$ cat config.mk
export PLATFORM = sky130hd
export DESIGN_NAME = lbbm_bridge
export DESIGN_NICKNAME = d
export VERILOG_FILES = /design/src/lbbm_pkg.sv /design/src/lbbm_bridge.sv
export SDC_FILE = /design/constraint.sdc
export NUM_CORES = 1
export LEC_CHECK = 0
export ABC_AREA = 1
export BUFFER_PORTS_ARGS = -buffer_cell sky130_fd_sc_hd__buf_2
export CAP_MARGIN = 20
export CORE_ASPECT_RATIO = 1.4
export CORE_MARGIN = 2
export CORE_UTILIZATION = 52
export DETAILED_ROUTE_END_ITERATION = 8
export PLACE_DENSITY = 0.89
export SLEW_MARGIN = 30
export SYNTH_ARGS = -nofsm -noshare
export SYNTH_HDL_FRONTEND = slang
export SYNTH_SLANG_ARGS = --single-unit
$ cat constraint.sdc
create_clock -name clk_sys -period 2.2 [get_ports clk_sys]
set_input_delay 0.44 -clock clk_sys [delete_from_list [all_inputs] [get_ports clk_sys]]
set_output_delay 0.44 -clock clk_sys [all_outputs]
set_load 0.01 [all_outputs]
$ cat src/lbbm_pkg.sv
package lbbm_pkg;
  localparam logic [7:0]  CTRL_OFFSET    = 8'h40;
  localparam int          CTRL_W         = 16;
  localparam logic [15:0] CTRL_RESET     = 16'h0000;
  localparam logic [15:0] CTRL_WMASK     = 16'h0F7F;
  localparam int          CLKE_BIT       = 0;
  localparam int          ARBE_BIT       = 1;
  localparam int          RDY_LSB        = 2;
  localparam int          RDY_MSB        = 5;
  localparam int          NARROW_BIT     = 6;
  localparam int          HOLD_LSB       = 8;
  localparam int          HOLD_MSB       = 11;
  localparam logic [3:0]  RDY_EXTERNAL   = 4'h0;
  localparam logic [3:0]  RDY_MAX_CODE   = 4'hB;
  localparam logic [3:0]  READY_LIMIT    = 4'h9;
  localparam logic [4:0]  PCI_TIMEOUT    = 5'h10;
  localparam logic [20:0] HOLD_MARGIN    = 21'h00_0010;
  localparam int          HOLD_W         = 21;
  localparam int          SYNC_W         = 5;
  localparam int          S_LOCAL_CLOCK_OUT         = 0;
  localparam int          S_READY        = 1;
  localparam int          S_IRQ          = 2;
  localparam int          S_GRANT        = 3;
  localparam int          S_MODE         = 4;
  localparam int          CLR_ERR        = 0;
  localparam int          CLR_IRQ        = 1;
  localparam logic [1:0]  BE_LOW         = 2'h1;
  localparam logic [1:0]  BE_HIGH        = 2'h2;

  typedef enum logic [1:0] {X_IDLE, X_RUN} lbbm_xfer_t;
  typedef enum logic [1:0] {A_IDLE, A_REQ, A_OWN} lbbm_arb_t;
endpackage

$ cat src/lbbm_bridge.sv
`timescale 1ns/1ns
module lbbm_bridge #(
  parameter int unsigned HOLD_BASE = 32
) (
  input  wire logic        clk_sys,
  input  wire logic        reset_n,
  input  wire logic        host_req,
  input  wire logic        host_write,
  input  wire logic [19:0] host_addr,
  input  wire logic [15:0] host_wdata,
  input  wire logic [1:0]  host_lane,
  input  wire logic        host_cfg_wr,
  input  wire logic [7:0]  host_cfg_offset,
  input  wire logic [15:0] host_cfg_wdata,
  input  wire logic        sw_reset,
  input  wire logic [1:0]  status_clear,
  input  wire logic        irq_mask_reg,
  input  wire logic        pci_config_select,
  input  wire logic        cfg_req,
  input  wire logic [19:0] cfg_addr_in,
  input  wire logic        cfg_byte,
  input  wire logic        bus_style_config,
  input  wire logic        local_clock_in,
  input  wire logic        external_ready_n,
  input  wire logic        local_irq_in_n,
  input  wire logic        bus_grant_in,
  input  wire logic [15:0] local_data_in,
  output logic             host_done,
  output logic             host_retry,
  output logic             host_abort,
  output logic [15:0]      host_rdata,
  output logic [15:0]      bridge_control_reg,
  output logic             local_error_flag,
  output logic             local_irq_flag,
  output logic             pci_irq_out_n,
  output logic             pci_config_select_gated,
  output logic [15:0]      cfg_addr_out,
  output logic             cfg_reject,
  output logic             local_clock_out,
  output logic             local_clock_oe_n,
  output logic [19:0]      local_address_bus,
  output logic [15:0]      local_data_out,
  output logic             local_data_oe_n,
  output logic             byte_high_enable_n,
  output logic             read_strobe_n,
  output logic             write_strobe_n,
  output logic             local_bus_oe_n,
  output logic             bus_request_out,
  output logic             bus_owned_n,
  output logic             arb_pins_oe_n
);

  // hold timer word, wide enough for the largest hold field
  typedef logic [lbbm_pkg::HOLD_W-1:0] lbbm_hold_t;
  typedef struct packed {
    logic [lbbm_pkg::SYNC_W-1:0]  s1;
    logic [lbbm_pkg::SYNC_W-1:0]  s2;
    logic                         local_clock_out_prev;
    logic [lbbm_pkg::CTRL_W-1:0]  ctrl;
    lbbm_pkg::lbbm_xfer_t         xs;
    lbbm_pkg::lbbm_arb_t          as;
    logic [3:0]                   lcnt;
    logic [4:0]                   pcnt;
    logic [lbbm_pkg::HOLD_W-1:0]  hold;
    logic                         err;
    logic                         irqf;
    logic                         pirq_n;
    logic                         done;
    logic                         retry;
    logic                         abort;
    logic [15:0]                  rdata;
    logic                         idsel;
    logic [15:0]                  cfg_addr;
    logic                         cfg_rej;
    logic                         clk_out;
    logic                         clk_oe_n;
    logic [19:0]                  addr;
    logic [15:0]                  dout;
    logic                         dout_oe_n;
    logic                         bhe_n;
    logic                         rd_n;
    logic                         wr_n;
    logic                         bus_oe_n;
    logic                         req;
    logic                         owned_n;
    logic                         arb_oe_n;
  } lbbm_state_t;

  lbbm_state_t q;
  lbbm_state_t d;

  logic       cfg_mode;
  logic       local_clock_out_rise;
  logic       ready_seen;
  logic       grant_seen;
  logic       arbe;
  logic       narrow;
  logic [3:0] rdy_code;
  logic [3:0] hold_code;
  logic       ctrl_hit;

  assign cfg_mode   = q.s2[lbbm_pkg::S_MODE];
  assign local_clock_out_rise  = q.s2[lbbm_pkg::S_LOCAL_CLOCK_OUT] & ~q.local_clock_out_prev;
  assign ready_seen = ~q.s2[lbbm_pkg::S_READY];
  assign grant_seen = q.s2[lbbm_pkg::S_GRANT];
  // cfg mode masks the arbitration and narrow-bus enables, not the ready and hold codes
  assign arbe       = q.ctrl[lbbm_pkg::ARBE_BIT] & ~cfg_mode;
  assign narrow     = q.ctrl[lbbm_pkg::NARROW_BIT] & ~cfg_mode;
  assign rdy_code   = q.ctrl[lbbm_pkg::RDY_MSB:lbbm_pkg::RDY_LSB];
  assign hold_code  = q.ctrl[lbbm_pkg::HOLD_MSB:lbbm_pkg::HOLD_LSB];
  assign ctrl_hit   = host_cfg_offset == lbbm_pkg::CTRL_OFFSET;

  always_comb begin
    d = q;
    d.s1 = {bus_style_config, bus_grant_in, local_irq_in_n, external_ready_n, local_clock_in};
    d.s2 = q.s1;
    d.local_clock_out_prev = q.s2[lbbm_pkg::S_LOCAL_CLOCK_OUT];
    d.done = 1'b0;
    d.retry = 1'b0;
    d.abort = 1'b0;
    d.cfg_rej = 1'b0;

    if (host_cfg_wr && ctrl_hit && !cfg_mode) begin
      d.ctrl = host_cfg_wdata & lbbm_pkg::CTRL_WMASK;
    end

    // set wins over a clear in the same cycle
    d.err  = (q.err & ~status_clear[lbbm_pkg::CLR_ERR]) | 1'b0;
    d.irqf = (q.irqf & ~status_clear[lbbm_pkg::CLR_IRQ]) | (~q.s2[lbbm_pkg::S_IRQ] & ~cfg_mode);
    d.pirq_n = ~(q.irqf & ~irq_mask_reg);
    d.idsel = pci_config_select & ~cfg_mode;

    if (cfg_req && cfg_mode) begin
      d.cfg_addr = cfg_addr_in[15:0];
      d.cfg_rej = cfg_byte;
    end

    d.clk_out = q.s2[lbbm_pkg::S_LOCAL_CLOCK_OUT];
    d.clk_oe_n = ~(q.ctrl[lbbm_pkg::CLKE_BIT] & ~cfg_mode);
    d.arb_oe_n = ~arbe;

    case (q.xs)
      lbbm_pkg::X_IDLE: begin
        if (host_req) begin
          if (cfg_mode) begin
            d.abort = 1'b1;
          end else if (rdy_code > lbbm_pkg::RDY_MAX_CODE) begin
            d.abort = 1'b1;
          end else if (narrow && host_lane != lbbm_pkg::BE_LOW) begin
            d.abort = 1'b1;
          end else if (arbe && (q.as != lbbm_pkg::A_OWN || q.hold < lbbm_pkg::HOLD_MARGIN)) begin
            d.retry = 1'b1;
          end else begin
            d.xs = lbbm_pkg::X_RUN;
            d.lcnt = 4'h0;
            d.pcnt = 5'h00;
            d.addr = host_addr;
            d.dout = host_wdata;
            d.dout_oe_n = ~host_write;
            d.bhe_n = narrow | ~host_lane[1];
            d.rd_n = host_write;
            d.wr_n = ~host_write;
            d.bus_oe_n = 1'b0;
          end
        end
      end
      lbbm_pkg::X_RUN: begin
        if (q.pcnt != 5'h1F) begin
          d.pcnt = q.pcnt + 5'h01;
        end
        if (local_clock_out_rise) begin
          d.lcnt = q.lcnt + 4'h1;
        end
        if ((rdy_code == lbbm_pkg::RDY_EXTERNAL && ready_seen) ||
            (rdy_code != lbbm_pkg::RDY_EXTERNAL && local_clock_out_rise && q.lcnt + 4'h1 == rdy_code)) begin
          d.done = 1'b1;
          d.rdata = narrow ? {8'h00, local_data_in[7:0]} : local_data_in;
          d.xs = lbbm_pkg::X_IDLE;
        end else if (rdy_code == lbbm_pkg::RDY_EXTERNAL && q.lcnt >= lbbm_pkg::READY_LIMIT &&
                     q.pcnt >= lbbm_pkg::PCI_TIMEOUT) begin
          d.retry = 1'b1;
          d.err = 1'b1;
          d.xs = lbbm_pkg::X_IDLE;
        end
        if (d.xs == lbbm_pkg::X_IDLE) begin
          d.bus_oe_n = 1'b1;
          d.dout_oe_n = 1'b1;
          d.rd_n = 1'b1;
          d.wr_n = 1'b1;
          d.bhe_n = 1'b1;
        end
      end
      default: d.xs = lbbm_pkg::X_IDLE;
    endcase

    // hold timer only ticks on local clock edges, so it is coarse by one edge
    case (q.as)
      lbbm_pkg::A_IDLE: begin
        if (arbe && host_req && q.xs == lbbm_pkg::X_IDLE) begin
          d.req = 1'b1;
          d.as = lbbm_pkg::A_REQ;
        end
      end
      lbbm_pkg::A_REQ: begin
        if (grant_seen) begin
          d.owned_n = 1'b0;
          d.hold = lbbm_hold_t'(HOLD_BASE) << hold_code;
          d.as = lbbm_pkg::A_OWN;
        end
      end
      lbbm_pkg::A_OWN: begin
        if (local_clock_out_rise) begin
          if (q.hold <= 21'h00_0001) begin
            d.hold = '0;
            d.req = 1'b0;
            d.owned_n = 1'b1;
            d.as = lbbm_pkg::A_IDLE;
          end else begin
            d.hold = q.hold - 21'h00_0001;
          end
        end
      end
      default: d.as = lbbm_pkg::A_IDLE;
    endcase
    if (!arbe) begin
      d.as = lbbm_pkg::A_IDLE;
      d.req = 1'b0;
      d.owned_n = 1'b1;
      d.hold = '0;
    end

    // soft reset spares the control register
    if (sw_reset) begin
      d.err = 1'b0;
      d.irqf = 1'b0;
      d.xs = lbbm_pkg::X_IDLE;
      d.as = lbbm_pkg::A_IDLE;
      d.req = 1'b0;
      d.owned_n = 1'b1;
      d.bus_oe_n = 1'b1;
      d.dout_oe_n = 1'b1;
      d.rd_n = 1'b1;
      d.wr_n = 1'b1;
    end
  end

  always_ff @(posedge clk_sys or negedge reset_n) begin
    if (!reset_n) begin
      q <= '0;
      // synchronisers start at idle pin levels, else ready and irq look asserted
      q.s1[lbbm_pkg::S_IRQ:lbbm_pkg::S_READY] <= 2'b11;
      q.s2[lbbm_pkg::S_IRQ:lbbm_pkg::S_READY] <= 2'b11;
      q.ctrl <= lbbm_pkg::CTRL_RESET;
      q.xs <= lbbm_pkg::X_IDLE;
      q.as <= lbbm_pkg::A_IDLE;
      q.pirq_n <= 1'b1;
      q.clk_oe_n <= 1'b1;
      q.dout_oe_n <= 1'b1;
      q.bhe_n <= 1'b1;
      q.rd_n <= 1'b1;
      q.wr_n <= 1'b1;
      q.bus_oe_n <= 1'b1;
      q.owned_n <= 1'b1;
      q.arb_oe_n <= 1'b1;
    end else begin
      q <= d;
    end
  end

  assign host_done               = q.done;
  assign host_retry              = q.retry;
  assign host_abort              = q.abort;
  assign host_rdata              = q.rdata;
  assign bridge_control_reg      = q.ctrl;
  assign local_error_flag        = q.err;
  assign local_irq_flag          = q.irqf;
  assign pci_irq_out_n           = q.pirq_n;
  assign pci_config_select_gated = q.idsel;
  assign cfg_addr_out            = q.cfg_addr;
  assign cfg_reject              = q.cfg_rej;
  assign local_clock_out         = q.clk_out;
  assign local_clock_oe_n        = q.clk_oe_n;
  assign local_address_bus       = q.addr;
  assign local_data_out          = q.dout;
  assign local_data_oe_n         = q.dout_oe_n;
  assign byte_high_enable_n      = q.bhe_n;
  assign read_strobe_n           = q.rd_n;
  assign write_strobe_n          = q.wr_n;
  assign local_bus_oe_n          = q.bus_oe_n;
  assign bus_request_out         = q.req;
  assign bus_owned_n             = q.owned_n;
  assign arb_pins_oe_n           = q.arb_oe_n;
endmodule // lbbm_bridge

# After elaboration in Yosys (flattened, before gate mapping)

Index checks and enable logic that the tools add are counted.

$add $sub $neg: 3
$lt $le $gt $ge: 5
Equality and inequality tests: 31
Shift-type cells: 1
Muxes and demuxes: 65
Bitwise operators: 26
Reductions and logical operators: 33

Operator list:

| cell                                                 | count |
|---|---|
| two-way mux 21 bit                                   | 4 |
| two-way mux 9 bit                                    | 5 |
| case mux 21 bit (2 select lines)                     | 1 |
| two-way mux 5 bit                                    | 8 |
| two-way mux 2 bit                                    | 18 |
| AND reduction 7 bit                                  | 4 |
| != test 3 bit, second input constant                 | 8 |
| <= comparator 21 x 1 -> 1 bit, second input constant | 1 |
| < comparator 21 x 5 -> 1 bit, second input constant  | 1 |
| left shift 6 x 4 -> 21 bit, first input constant     | 1 |
| subtractor 21 x 1 -> 21 bit, second input constant   | 1 |
| two-way mux 1 bit                                    | 19 |
| != test 2 bit, second input constant                 | 9 |
| case mux 9 bit (2 select lines)                      | 1 |
| two-way mux 16 bit                                   | 1 |
| != test 4 bit, second input constant                 | 4 |
| NOT 1 bit                                            | 15 |
| logical AND 1 bit                                    | 12 |
| AND reduction 4 bit                                  | 3 |
| case mux 5 bit (2 select lines)                      | 1 |
| AND 1 bit                                            | 9 |
| == test 8 x 7 -> 1 bit, second input constant        | 1 |
| two-way mux 4 bit                                    | 2 |
| != test 4 x 2 -> 1 bit, second input constant        | 2 |
| other kinds (26)                                     | 33 |

Bits in registers: 141
Input port bits: 115
Word-level logic and storage cells: 194

# Depth between registers and ports, before layout

Depth after elaboration: 11
Gate-level depth with buffers: 15
Mapped depth without buffers: 15

# Least setup slack after synthesis

OpenSTA, ideal clock, no wires.

Path type: flip-flop to flip-flop
Start: reg q[112] (netlist name)
End: reg q (netlist bit host_rdata[12])
Arrival: 1.604 ns
Path slack: 0.479 ns
Stages on the path, launching flop included: 16
Cells stage by stage: dfrtp_1 > inv_2 > ha_1 > inv_1 > nand2_1 > nand2_1 > nand2_1 > inv_1 > nand2_1 > nor2_2 > nand2_2 > nand2_2 > nand2_4 > buf_6 > nand2_1 > o21ai_2

Cells in the longest elaborated chain, start to end: 5

RTL lines:

| element                              | RTL line           | text |
|---|---|---|
| start: declaration                   | lbbm_bridge.sv:89  | `lbbm_state_t q;` |
| adder 4 x 1 -> 4 bit                 | lbbm_bridge.sv:175 | `(rdy_code != lbbm_pkg::RDY_EXTERNAL && local_clock_out_rise && q.lcnt + 4'h1 == rdy_code)) begin` |
| == test 4 bit                        | lbbm_bridge.sv:175 |  |
| logical AND 1 bit                    | lbbm_bridge.sv:175 |  |
| logical OR 1 bit                     | lbbm_bridge.sv:174 | `if ((rdy_code == lbbm_pkg::RDY_EXTERNAL && ready_seen) \|\|` |
| AND reduction 2 bit (no source line) | n/a                |  |

No other way between the ends.
A chain may end at the register's enable or synchronous reset.

# Final worst setup path

Start: reg q[116] (netlist name)
End: reg q[97] (netlist name)

Cells in the longest elaborated chain, start to end: 3
Elaborated cells between the ends (all ways): 8
Classes of those cells: eq/ne: 5; mux: 2; reduce/logical: 1

RTL lines:

| element                                                                           | RTL line           | text |
|---|---|---|
| == test 2 bit / == test 2 x 1 -> 1 bit (equally long branches)                    | lbbm_bridge.sv:197 | `case (q.as)` |
| != test 3 x 1 -> 1 bit (no source line), or another cell as far along             | n/a                |  |
| AND reduction 3 bit (no source line) / two-way mux 21 bit (equally long branches) | n/a                |  |

Parallel ways exist; a longest one is shown, timed or not.

==> results.sh <==
export IMPL_fin_ws_ns=0.2140
export IMPL_hold_viol_final=0
export IMPL_synthAdderAreaFrac_pct=1.711
export IMPL_io_pins=217
export IMPL_synth_compound_area_share_pct=7.462
export IMPL_clock_latency_ns=0.42
export IMPL_path_clk_slew_ns=0.07
export IMPL_synth_cells=825
export IMPL_avgSynthCellArea_um2=8.862
export IMPL_power_density_nw_per_um2=815.6
export IMPL_drc=0
export IMPL_met1_usage_pct=25.07
export IMPL_critPathCaptureType="flop"
export IMPL_htreeDepth=4
export IMPL_cp_required_ns=2.54
export IMPL_hold_class="input port to flop"
export IMPL_die_h_um=144.3
export IMPL_place_gp_congestion=0.9284
export IMPL_grt_pass1_vias=5653
export IMPL_yosysSeqAreaShare_pct=48.13
export IMPL_yosys_area_top_type="dfrtp_1"
export IMPL_synthesis_area_um2=7311
export IMPL_layout_min_cycle_time_ns=1.986
export IMPL_yosysWarnings=0
export IMPL_final_common_cell="buf_2"
export IMPL_fmax_mhz=503.5
export IMPL_clockBufferDepth=2
export IMPL_initial_utilization_pct=52.80
export IMPL_crit_end="q[97]"
export IMPL_regMostFlops="q"
export IMPL_grtUsageTotal_pct=21.88
export IMPL_grt_use_met3_pct=4.507
export IMPL_vias=5718
export IMPL_synth_edf_count=0
export IMPL_max_cap_violations=0
export IMPL_met2_usage_pct=39.06
export IMPL_wl_um=16260
export IMPL_synth_top_area_share_pct=43.81
export IMPL_row_count=51
export IMPL_ys_ff_latch=140
export IMPL_vdd_drop_max_v=0.0006652
export IMPL_crit_path_max_fanout=15
export IMPL_synthSimpleGateAreaFrac_pct=21.94
export IMPL_yosys_top_cells_area="dfrtp_1, nand2_1, buf_4"
export IMPL_synthDistinctLibCells=41
export IMPL_mostFrequentLayoutCells="buf_2, nand2_1, dfrtp_1"
export IMPL_drt_wirelength_per_cell_um=14.01
export IMPL_antennaDiodeCount=0
export IMPL_portBuffers=202
export IMPL_p_leak_nw=4.709
export IMPL_finalClockSkew_ns=0.01066
export IMPL_die_width_um=104.2
export IMPL_post_cts_setup_buffers=0
export IMPL_via_per_inst=4.925
export IMPL_r2r_cells=8
export IMPL_ys_flop_type="dfrtp_1"
export IMPL_tritoncts_num_sinks=140
export IMPL_setup_viol_count_final=0
export IMPL_tns_ns=0
export IMPL_drt_initial_drc_count=310
export IMPL_dr_pass1_iters=5
export IMPL_gr_total_overflow=0
export IMPL_fin_crit_sh_pct=90.27
export IMPL_arrival_ns=2.33
export IMPL_max_slew_worst_pin_slew_ns=0.6732
export IMPL_numCtsBuffers=17
export IMPL_grt_pass1_wl_um=26320
export IMPL_pre_cts_ws_ns=0.2038
export IMPL_synthMuxAreaShare_pct=4.159
export IMPL_r2r_slack_ns=0.21
export IMPL_slew_headroom_pct=55.01
export IMPL_synthXorXnorAreaFrac_pct=1.318
export IMPL_nNetsFinal=1088
export IMPL_status="finished, final reports clean"
export IMPL_largest_reg_flops=36
export IMPL_seqCellArea_um2=3518
export IMPL_multi_input_area_um2=2698
export IMPL_syn2layout_area_growth_pct=17.15
export IMPL_synth_top_family_by_area="simple AND/OR/NAND/NOR gates"
export IMPL_rsz0062_at_grt="false"
export IMPL_fillerInstances=1147
export IMPL_rr_endpoint="q[97]"
export IMPL_dieArea_um2=15040
export IMPL_critPathKind="flop to flop"
export IMPL_antenna_found_initial=0
export IMPL_clockRootBuffer="clkbuf_16"
export IMPL_grt_max_degree=49
export IMPL_total_power_mw=6.985
export IMPL_final_core_util_pct=61.85
export IMPL_critPathLaunch="q[116]"
export IMPL_finalMaxSlewViolations=0
export IMPL_worst_setup_path_start_kind="flop"
export IMPL_cts_tree="done"
export IMPL_synthArstFlopShare_pct=100.0
export IMPL_top_usage_layer="met2"
export IMPL_hpwl_um=12150
export IMPL_r2r_start="q[116]"
export IMPL_ant_nets=0
export IMPL_core_um2=13850
export IMPL_drive_gt1_share_pct=36.17
==> cell type report <==
type / instances / area share, %
flip-flops and latches: 140 / 41.08
multi-input cells: 492 / 31.50
repair buffers: 213 / 13.31
clock buffers: 18 / 5.011
inverters: 99 / 4.368
well taps: 185 / 2.703
clock inverters: 14 / 2.031
==> synthesized netlist by cell type, types with 2 or more instances <==
cell      number
a21boi_0       2
nor2_2        12
inv_1         91
nor2_1        46
dfrtp_1      128
o21ai_1       46
o21ai_0        8
nand2_4        4
nand3_1       27
buf_4         91
nand3b_1       2
dfstp_2       12
xor2_1        11
o21ai_2       12
a21oi_1       11
nand3_2        6
nand4_1        9
o22ai_1        3
mux2_2        27
buf_6          3
nor3_2         3
buf_2          5
or2_2          5
nand2_2       11
nand2_1      198
nor3_1        18
inv_2          8
ha_1          10
o211ai_2       2
nor2_4         3
==> timing repair <==
| action | 4_1_cts | 5_1_grt |
|---|---|---|
| resized for setup | 0 | 1 |
| hold buffers | 1 | 0 |
| hold endpoints to repair | 39 | 0 |
| setup endpoints to repair | 0 | 7 |
==> per-layer routing <==
| layer | vias up | share of wire [%] |
|---|---|---|
| met5 | - | 0 |
| met4 | 0 | 3.1 |
| li1 | 2802 | - |
| met3 | 45 | 5.2 |
| met1 | 2670 | 39 |
| met2 | 201 | 52 |
==> how the worst min path moves through the flow <==
stage / endpoint / depth (start not counted) / start
final: d[139] / 1 / local_irq_in_n
after global routing: d[139] / 1 / local_irq_in_n
after CTS: d[139] / 1 / local_irq_in_n
after detailed placement: d[45] / 0 / d[137]
after global placement: cfg_mode / 0 / d[141]
after floorplan: bridge_control_reg[0] / 0 / reset_n
==> metrics by stage <==
stage	instance area (µm²)	std cells	hold WS (ns)
final	8564	1161	0.1125
after floorplan	7330	830	0.1444
after detailed placement	7949	1128	0.3347
after global placement	7949	1128	0.3339
after global routing	8564	1161	0.1061
after CTS	8562	1161	0.1043
==> critical path: stages (launching register included) <==
cell and delay (ns):
dfrtp_1 0.38, inv_1 0.07, ha_1 0.30, inv_1 0.23, nand2_1 0.13, a21oi_4 0.41, nand2_1 0.11, a21boi_0 0.16
o21ai_1 0.12
==> cells by family (layout without fill, tap and decap cells) <==
family / after synthesis / after routing
multiplexers: 27 / 27
other: 1 / 6
AND/OR/NAND/NOR: 348 / 348
XOR/XNOR: 11 / 11
AO/OA/AOI/OAI: 90 / 90
buffers and inverters: 198 / 344
adder cells (fa/ha/maj): 10 / 10
flip-flops: 140 / 140
==> report_power, final <==
part	internal, mW	switching [mW]
clock	1.72	1.22
sequential	2.87	0.159
combinational	0.453	0.568
total	5.04	1.95
(Power assumes the default switching activity.)
